### config.mk
export PLATFORM = sky130hd
export DESIGN_NAME = sdap_core
export DESIGN_NICKNAME = d
export VERILOG_FILES = /design/src/design/sdap_core.v /design/src/design/sdap_sync.v
export VERILOG_INCLUDE_DIRS = /design/src /design/src/design
export SDC_FILE = /design/constraint.sdc
export NUM_CORES = 1
export LEC_CHECK = 0
export ABC_AREA = 1
export ABC_CLOCK_PERIOD_IN_PS = 4000
export BUFFER_PORTS_ARGS = -buffer_cell sky130_fd_sc_hd__buf_2
export CAP_MARGIN = 30
export CORE_MARGIN = 8
export CORE_UTILIZATION = 25
export DETAILED_ROUTE_END_ITERATION = 10
export GPL_TIMING_DRIVEN = 0
export PLACE_DENSITY_LB_ADDON = 0.15
export SYNTH_ARGS = -nofsm -noshare
export SYNTH_HDL_FRONTEND = slang
export SYNTH_SLANG_ARGS = --single-unit
export TNS_END_PERCENT = 5
### constraint.sdc
create_clock -name sys_clk -period 4 [get_ports sys_clk]
set_input_delay 0.2 -clock sys_clk [delete_from_list [all_inputs] [get_ports sys_clk]]
set_output_delay 0.2 -clock sys_clk [all_outputs]
set_load 0.005 [all_outputs]
### src/design/sdap_consts.vh
`ifndef SDAP_CONSTS_VH
`define SDAP_CONSTS_VH

// ***********************************************
// special function register addresses
// ***********************************************
`define SDAP_ADDR_CTRL 8'hc0
`define SDAP_ADDR_DATA 8'hc2
`define SDAP_ADDR_OWN 8'hc3
`define SDAP_ADDR_RATE 8'hcf

// ***********************************************
// control register fields and resets
// ***********************************************
`define SDAP_BIT_BUSY 7
`define SDAP_BIT_ENABLE 6
`define SDAP_BIT_START 5
`define SDAP_BIT_STOP 4
`define SDAP_BIT_EVENT 3
`define SDAP_BIT_ACK 2
`define SDAP_BIT_FREE_TE 1
`define SDAP_BIT_LOW_TE 0
`define SDAP_CTRL_RESET 8'h00
`define SDAP_OWN_RESET 8'h00
`define SDAP_RATE_RESET 8'h00
`define SDAP_GC_ADDR 7'h00
`define SDAP_BYTE_BITS 4'h8

`endif

### src/design/sdap_core.v
// Contract
// - data register holds transmit or received byte
// - data access allowed while event flag set
// - transmit most significant bit first
// - first received bit lands in MSB
// - shift in bus value while transmitting
// - lost arbitration keeps observed byte
// - slave compares upper seven address bits
// - own address MSB matches first bit
// - general call only when bit0 set
// - address register ignored in master mode
// - event flag set by hardware, software clears
// - ack level from ack_assert when addressed
// - free timer counts while clock and data both high
`include "sdap_consts.vh"

module sdap_core #(
	parameter RATE_W = 8
) (
	input wire sys_clk,
	input wire rst,
	input wire [7:0] sfr_addr,
	input wire [7:0] sfr_wdata,
	input wire sfr_wr,
	input wire sfr_rd,
	output reg [7:0] sfr_rdata,
	input wire scl_in,
	input wire sda_in,
	output reg sda_out,
	output reg sda_oe_n,
	input wire master_mode,
	input wire master_tx,
	input wire event_set,
	input wire start_sent,
	input wire [1:0] busy_in,
	output reg event_flag,
	output reg irq_req,
	output reg addr_match,
	output reg byte_done,
	output reg bus_free_timeout,
	output reg timer_reload,
	output reg timer_count,
	output reg data_access_err
);
	// ***********************************************
	// pin synchronisers
	// ***********************************************
	wire scl_lvl;
	wire scl_rise;
	wire scl_fall;
	wire sda_lvl;
	wire sda_rise;
	wire sda_fall;
	sdap_sync u_scl (
		.sys_clk(sys_clk),
		.rst(rst),
		.pin(scl_in),
		.level(scl_lvl),
		.rise(scl_rise),
		.fall(scl_fall)
	);
	sdap_sync u_sda (
		.sys_clk(sys_clk),
		.rst(rst),
		.pin(sda_in),
		.level(sda_lvl),
		.rise(sda_rise),
		.fall(sda_fall)
	);

	// ***********************************************
	// registers
	// ***********************************************
	reg [7:0] serial_control_reg;
	reg [7:0] own_address_reg;
	reg [7:0] bus_rate_reg;
	reg [7:0] shift_data_reg;
	reg [3:0] bit_cnt;
	reg first_byte;
	reg addressed;
	reg [RATE_W-1:0] free_cnt;

	wire interface_enable = serial_control_reg[`SDAP_BIT_ENABLE];
	wire ack_assert = serial_control_reg[`SDAP_BIT_ACK];
	wire free_timer_enable = serial_control_reg[`SDAP_BIT_FREE_TE];
	wire low_timeout_enable = serial_control_reg[`SDAP_BIT_LOW_TE];
	wire [6:0] own_address_bits = own_address_reg[7:1];
	wire general_call_enable = own_address_reg[0];

	wire start_det = scl_lvl & sda_fall;
	wire stop_det = scl_lvl & sda_rise;
	wire data_bit = bit_cnt < `SDAP_BYTE_BITS;
	wire ack_bit = bit_cnt == `SDAP_BYTE_BITS;
	wire [7:0] rx_byte = {shift_data_reg[6:0], sda_lvl};
	wire ctrl_wr = sfr_wr && sfr_addr == `SDAP_ADDR_CTRL;
	wire data_sel = sfr_addr == `SDAP_ADDR_DATA;
	wire event_clr = ctrl_wr && !sfr_wdata[`SDAP_BIT_EVENT];

	// ***********************************************
	// address compare
	// ***********************************************
	reg hit;
	always @* begin
		hit = 1'b0;
		if (!master_mode && ack_assert) begin
			if (rx_byte[7:1] == own_address_bits)
				hit = 1'b1;
			if (rx_byte[7:1] == `SDAP_GC_ADDR && general_call_enable)
				hit = 1'b1;
		end
	end

	// ***********************************************
	// control, address and rate registers
	// ***********************************************
	always @(posedge sys_clk) begin
		if (rst) begin
			serial_control_reg <= `SDAP_CTRL_RESET;
			own_address_reg <= `SDAP_OWN_RESET;
			bus_rate_reg <= `SDAP_RATE_RESET;
		end else begin
			if (ctrl_wr)
				serial_control_reg <= sfr_wdata;
			if (sfr_wr && sfr_addr == `SDAP_ADDR_OWN)
				own_address_reg <= sfr_wdata;
			if (sfr_wr && sfr_addr == `SDAP_ADDR_RATE)
				bus_rate_reg <= sfr_wdata;
		end
	end

	// ***********************************************
	// event flag: set wins over clear
	// ***********************************************
	always @(posedge sys_clk) begin
		if (rst) begin
			event_flag <= 1'b0;
			irq_req <= 1'b0;
		end else begin
			if (event_set && interface_enable) begin
				event_flag <= 1'b1;
				irq_req <= 1'b1;
			end else if (event_clr) begin
				event_flag <= 1'b0;
				irq_req <= 1'b0;
			end
		end
	end

	// ***********************************************
	// shift register and bit counter
	// ***********************************************
	always @(posedge sys_clk) begin
		if (rst) begin
			shift_data_reg <= 8'h00;
			bit_cnt <= 4'h0;
			first_byte <= 1'b0;
			addressed <= 1'b0;
			addr_match <= 1'b0;
			byte_done <= 1'b0;
			sda_out <= 1'b1;
			sda_oe_n <= 1'b1;
			data_access_err <= 1'b0;
		end else begin
			byte_done <= 1'b0;
			data_access_err <= 1'b0;
			if (sfr_wr && data_sel) begin
				if (event_flag || !interface_enable)
					shift_data_reg <= sfr_wdata;
				else
					data_access_err <= 1'b1;
			end else if (sfr_rd && data_sel && interface_enable && !event_flag)
				data_access_err <= 1'b1;
			if (!interface_enable) begin
				bit_cnt <= 4'h0;
				addressed <= 1'b0;
				addr_match <= 1'b0;
				sda_oe_n <= 1'b1;
			end else if (start_det || start_sent) begin
				bit_cnt <= 4'h0;
				first_byte <= 1'b1;
				addressed <= 1'b0;
				addr_match <= 1'b0;
				sda_oe_n <= 1'b1;
			end else if (stop_det) begin
				bit_cnt <= 4'h0;
				addressed <= 1'b0;
				sda_oe_n <= 1'b1;
			end else if (scl_rise) begin
				if (data_bit) begin
					// bus value shifted in even while sending
					shift_data_reg <= rx_byte;
					if (bit_cnt == 4'h7) begin
						byte_done <= 1'b1;
						if (first_byte) begin
							first_byte <= 1'b0;
							addressed <= hit;
							addr_match <= hit;
						end
					end
				end
				bit_cnt <= ack_bit ? 4'h0 : bit_cnt + 4'h1;
			end else if (scl_fall) begin
				if (data_bit && master_tx && !event_flag) begin
					sda_out <= shift_data_reg[7];
					sda_oe_n <= shift_data_reg[7];
				end else if (ack_bit && !master_tx) begin
					sda_out <= ~(ack_assert && (addressed || master_mode));
					sda_oe_n <= ~(ack_assert && (addressed || master_mode));
				end else begin
					sda_out <= 1'b1;
					sda_oe_n <= 1'b1;
				end
			end
		end
	end

	// ***********************************************
	// bus free and clock low timers
	// ***********************************************
	always @(posedge sys_clk) begin
		if (rst) begin
			free_cnt <= {RATE_W{1'b0}};
			bus_free_timeout <= 1'b0;
			timer_reload <= 1'b0;
			timer_count <= 1'b0;
		end else begin
			bus_free_timeout <= 1'b0;
			if (!free_timer_enable || !scl_lvl || !sda_lvl)
				free_cnt <= bus_rate_reg[RATE_W-1:0];
			else if (&free_cnt) begin
				free_cnt <= bus_rate_reg[RATE_W-1:0];
				bus_free_timeout <= 1'b1;
			end else
				free_cnt <= free_cnt + {{(RATE_W-1){1'b0}}, 1'b1};
			timer_reload <= low_timeout_enable & scl_lvl;
			timer_count <= low_timeout_enable & ~scl_lvl;
		end
	end

	// ***********************************************
	// register read
	// ***********************************************
	always @(posedge sys_clk) begin
		if (rst)
			sfr_rdata <= 8'h00;
		else if (sfr_rd) begin
			case (sfr_addr)
			`SDAP_ADDR_CTRL: sfr_rdata <= {busy_in[0], serial_control_reg[6:4], event_flag,
				serial_control_reg[2:0]};
			`SDAP_ADDR_DATA: sfr_rdata <= shift_data_reg;
			`SDAP_ADDR_OWN: sfr_rdata <= own_address_reg;
			`SDAP_ADDR_RATE: sfr_rdata <= bus_rate_reg;
			default: sfr_rdata <= 8'h00;
			endcase
		end
	end
endmodule

### src/design/sdap_sync.v
// ***********************************************
// three-stage pin synchroniser
// ***********************************************
module sdap_sync (
	input wire sys_clk,
	input wire rst,
	input wire pin,
	output reg level,
	output reg rise,
	output reg fall
);
	reg s1;
	reg s2;
	reg s3;
	always @(posedge sys_clk) begin
		if (rst) begin
			s1 <= 1'b1;
			s2 <= 1'b1;
			s3 <= 1'b1;
			level <= 1'b1;
			rise <= 1'b0;
			fall <= 1'b0;
		end else begin
			s1 <= pin;
			s2 <= s1;
			s3 <= s2;
			rise <= 1'b0;
			fall <= 1'b0;
			// change counts once stages two and three agree
			if (s2 == s3 && s3 != level) begin
				level <= s3;
				rise <= s3;
				fall <= ~s3;
			end
		end
	end
endmodule

Word level (Yosys, flattened, before mapping)
Cells that the tools add are included.
- register bits: 74
- input port bits: 28
- output and inout port bits: 18
- multiplexer cells: 28
- bitwise operators: 15
- add/subtract/negate cells: 2
- order comparisons: 1
- equality and inequality tests: 12
- reduce and logical (&&, ||, !) cells: 47
- operators by type and width (kind ; number):
    8-bit 2-to-1 mux ; 9
    8-bit equality test, second input constant ; 4
    8-bit one-hot mux with 4 select lines ; 1
    1-bit logical AND ; 17
    1-bit 2-to-1 mux ; 17
    5-bit AND reduction ; 3
    1-bit NOT ; 11
    8-bit by 1-bit adder with 8-bit output, second input constant ; 1
    1-bit logical NOT ; 8
    8-bit AND reduction ; 1
    2-bit nonzero test ; 4
    7-bit equality test ; 1
    7-bit logical NOT ; 1
    2-bit OR reduction ; 3
    6-bit OR reduction ; 1
    1-bit logical OR ; 5
    4-bit by 1-bit adder with 4-bit output, second input constant ; 1
    1-bit bitwise AND ; 4
    4-bit by 3-bit equality test with 1-bit output, second input constant ; 1
    4-bit equality test, second input constant ; 1
    4-bit < comparator, second input constant ; 1
    4-bit 2-to-1 mux ; 1
    4-bit AND reduction ; 1
    4-bit OR reduction ; 1
    other kinds (5) ; 7

Logic depth before layout (Yosys ltp)
- depth after elaboration: 9
- mapped depth: 10
- depth with buffers taken out: 10

Modules after synthesis
Synthesis repeated with hierarchy kept, for this count alone.
- cell total of the unflattened synthesis: 471
- area total of the unflattened synthesis: 3403.3 sq um
- by module, submodules not included (module ; area each (sq um) ; cells each ; instances):
    sdap_core ; 3032.9 ; 435 ; 1
    sdap_sync ; 185.2 ; 18 ; 2

Worst setup path after synthesis
OpenSTA, ideal clock, no wires.
- path type: register to register
- start: register free_cnt[0]
- end: register free_cnt[3]
- data required time: 3872 ps
- slack: 2615 ps
- arrival: 1257 ps
- buffers on the path: 1
- stages on the path, launching flop included: 10
- cells stage by stage: dfxtp_1 -> ha_1 -> nand3_1 -> nor3_2 -> nand3_1 -> nand2_1 -> buf_2 -> nand2_1 -> o21ai_0 -> nor2_1
- cells in the longest elaborated chain, start to end: 3
- elaborated cells on any way between the ends: 4
- classes of those cells: 1 x add/sub; 2 x mux; 1 x reduce/logical
- ends and longest elaborated chain (what ; line ; source):
    start: declaration ; sdap_core.v:81 ; reg [RATE_W-1:0] free_cnt;
    start signal: assignment ; sdap_core.v:222 ; free_cnt <= {RATE_W{1'b0}};
    start signal: assignment ; sdap_core.v:229 ; free_cnt <= bus_rate_reg[RATE_W-1:0];
    start signal: assignment ; sdap_core.v:231 ; free_cnt <= bus_rate_reg[RATE_W-1:0];
    8-bit by 1-bit adder with 8-bit output / 8-bit AND reduction (equally long branches) ; sdap_core.v:234, sdap_core.v:230 ;
    8-bit 2-to-1 mux * ; sdap_core.v:230 ; else if (&free_cnt) begin
    8-bit 2-to-1 mux * ; sdap_core.v:228 ; if (!free_timer_enable || !scl_lvl || !sda_lvl)
Every way passes the cells marked *; elsewhere a longest branch is shown, timed or not.
A chain may end at the register's enable or synchronous reset.

Worst setup path after layout
- start: register free_cnt[0]
- end: register free_cnt[4]
Same word-level chain as after synthesis.

==> flow_summary.yaml <==
global_routing:
  met2_usage_pct: 19.1
  use_met3_pct: 3.26
  grt_pass1_vias: 3162
  grt_util_met1_pct: 16.5
  grt_pass1_wl_mm: 17.1
  grt_max_degree: 15
  grtUsageTotal_pct: 12.4
  antenna_found_initial: 0
  overflow: 0
  grt-busiest-layer: "met2"
clocking:
  postCtsSetupBuffers: 0
  cts_max_level: 3
  ctsHoldBuffers: 0
  post_cts_resized: 0
  cts_buffers: 9
  cts_tree: "yes"
  clk_pin_slew_ns: 0.06
  cts_sinks: 73
  clockBufferDepth: 2
  clock_latency_ns: 0.34
  cts-root-buf: "clkbuf_16"
worst_setup_path:
  crit_family: "simple AND/OR/NAND/NOR gates"
  critPathBufInv: 1
  slowest_delay_ns: 0.36
  cp_max_fo: 10
  crit_path_end_kind: "flop"
  cp_slowest_cell: "dfxtp_1"
  crit_arrival_ns: 1.83
  path_cells: "ha_1, nand3_1, nor3_2, nand3_1, nand2_1, buf_2, nand2_1, o21ai_0, nor2_1"
  cp.required_ns: 4.21
  start_kind: "flop"
  path_class: "flop to flop"
finish:
  fill_cells: 1460
  layout.cells.non_filler: 712
  layout_common_cells: "nand2_1, dfxtp_1, inv_1"
  nets: 562
  areaGrowthSynthToFinish_pct: 21.1
  drive_gt1_share_pct: 17.0
  layout_commonest_cell: "nand2_1"
  diodes: 0
logic_synthesis:
  synth_edf_count: 0
  netlist_instances: 478
  synthArstFlopShare_pct: 0
  synthesis.nets: 509
  synthesis.area_um2: 3400
  syn_avg_cell_area_um2: 7.12
  seq_area_frac_synth_pct: 42.9
  synth_top_flop_cell: "dfxtp_1"
  yosys_warnings: 0
  ys_seq_elements: 73
  synthDistinctLibCells: 33
floorplan:
  num_rows: 42
  die_y_um: 133
  core_um2: 13300
  die_x_um: 133
  dieArea_um2: 17600
  start_util_pct: 25.6
  ioPinCount: 46
sta:
  hold_viol_final: 0
  fin_tns_setup_ns: 0
  clock_skew_ns: 0.00624
  slew_headroom_pct: 54.5
  rsz0062_at_grt: "no"
  setup_viol: 0
  drv_slew: 0
  min_period_over_period_pct: 40.3
  fmax_mhz: 620
  finalCriticalPeriod_ns: 1.61
  max_slew.worst_pin.slew_ns: 0.682
power:
  pwr-share-seq_pct: 46.2
  internal_power_w: 0.00120
  swShare_pct: 24.6
  p_sw_w: 0.000390
  pwr-share-comb_pct: 4.4
  irDropWorstVdd_mv: 0.174
  leakage_nw: 1.82
  cellPowerDensity_nw_per_um2: 384
  pwr-share-clk_pct: 49.4
place:
  port_buffers: 42
  hpwl_mm: 8.02
  place_congestion: 0.824
  place_inst: 696
run:
  drv_cap: 0
routing:
  drt-initial-drc-count: 218
  drcViolationCount: 0
  finalWirelength_mm: 10.5
  routedWlPerCell_um: 14.7
  drt_pass1_iterations: 5
  dr_total_vias: 3214
  antenna_left: 0
  drt-vias-per-instance: 4.51
min_path:
  hold_path.class: "primary input to flop"
status:
  status: "complete, no violations"
cells by family (layout without fill, tap and decap cells):
logic type,count (synthesis),in the layout,synth area share (%)
buffers and inverters,80,138,9.15
xor gates and xnor gates,7,7,1.80
DFF,73,73,42.9
adders and majority gates,3,3,1.10
AOI/OAI and AO/OA,88,88,13.5
and+or+nand+nor,227,227,31.5
per-stage QoR:
step	setup WS, ns	util [%]	total power, W	hold WS, ns	instance area, µm²
2_1_floorplan	2.62	-	0.000784	0.304	3400
3_3_place_gp	2.37	28.8	0.000819	0.382	3830
3_5_place_dp	2.36	28.8	0.000819	0.387	3830
4_1_cts	2.36	31.0	0.00161	0.0290	4120
5_1_grt	2.15	31.0	0.00165	0.0408	4120
6_report	2.39	31.0	0.00159	0.0416	4120
final timing paths:
kind | start | end | slack (ns) | cells past startpoint
hold reg to reg | u_scl.s1$_SDFF_PP1_ | u_scl.s2$_SDFF_PP1_ | 0.41 | 1
setup reg to reg | free_cnt[0]$_SDFF_PP0_ | free_cnt[4]$_SDFF_PP0_ | 2.39 | 9
hold / removal | scl_in | u_scl.s1$_SDFF_PP1_ | 0.04 | 2
setup / recovery | free_cnt[0]$_SDFF_PP0_ | free_cnt[4]$_SDFF_PP0_ | 2.39 | 9
synthesized netlist by cell type, types with 6 or more instances:
library cell  instances  area [µm²]
or2_2                 6        37.5
o21ai_1              13        65.1
clkbuf_1              8        30.0
a21oi_1              41         205
nand2_1              92         345
buf_2                 6        30.0
xor2_1                6        52.6
nor2_1               36         135
o21ai_0              26         130
dfxtp_1              73        1460
nor3_1               15        75.1
inv_1                60         225
nand3_1              57         285
layer usage:
layer  vias up  routed length [µm]
met5         -                   0
met4         0                  71
met3         4                 648
met2        72                4690
met1      1471                5080
li1       1667                   -
power by group through the flow:
stage	Sequential, W	Combinational (W)	Clock, W
floorplan	0.000748	0.0000360	0
global placement	0.000748	0.0000704	0
detailed placement	0.000748	0.0000708	0
CTS	0.000732	0.0000711	0.000806
global route	0.000732	0.0000784	0.000835
finish	0.000732	0.0000704	0.000783
area by class of cell:
cell class	instances	area, µm²	area share, %
buffer	15	67.6	1.64
clock buffer	10	239	5.79
clock inverter	6	50.0	1.21
inverter	65	244	5.92
multi-input combinational	325	1630	39.6
sequential	73	1460	35.4
tap	176	220	5.34
timing repair buffer	42	210	5.10
Power figures use the tool's default switching activity.
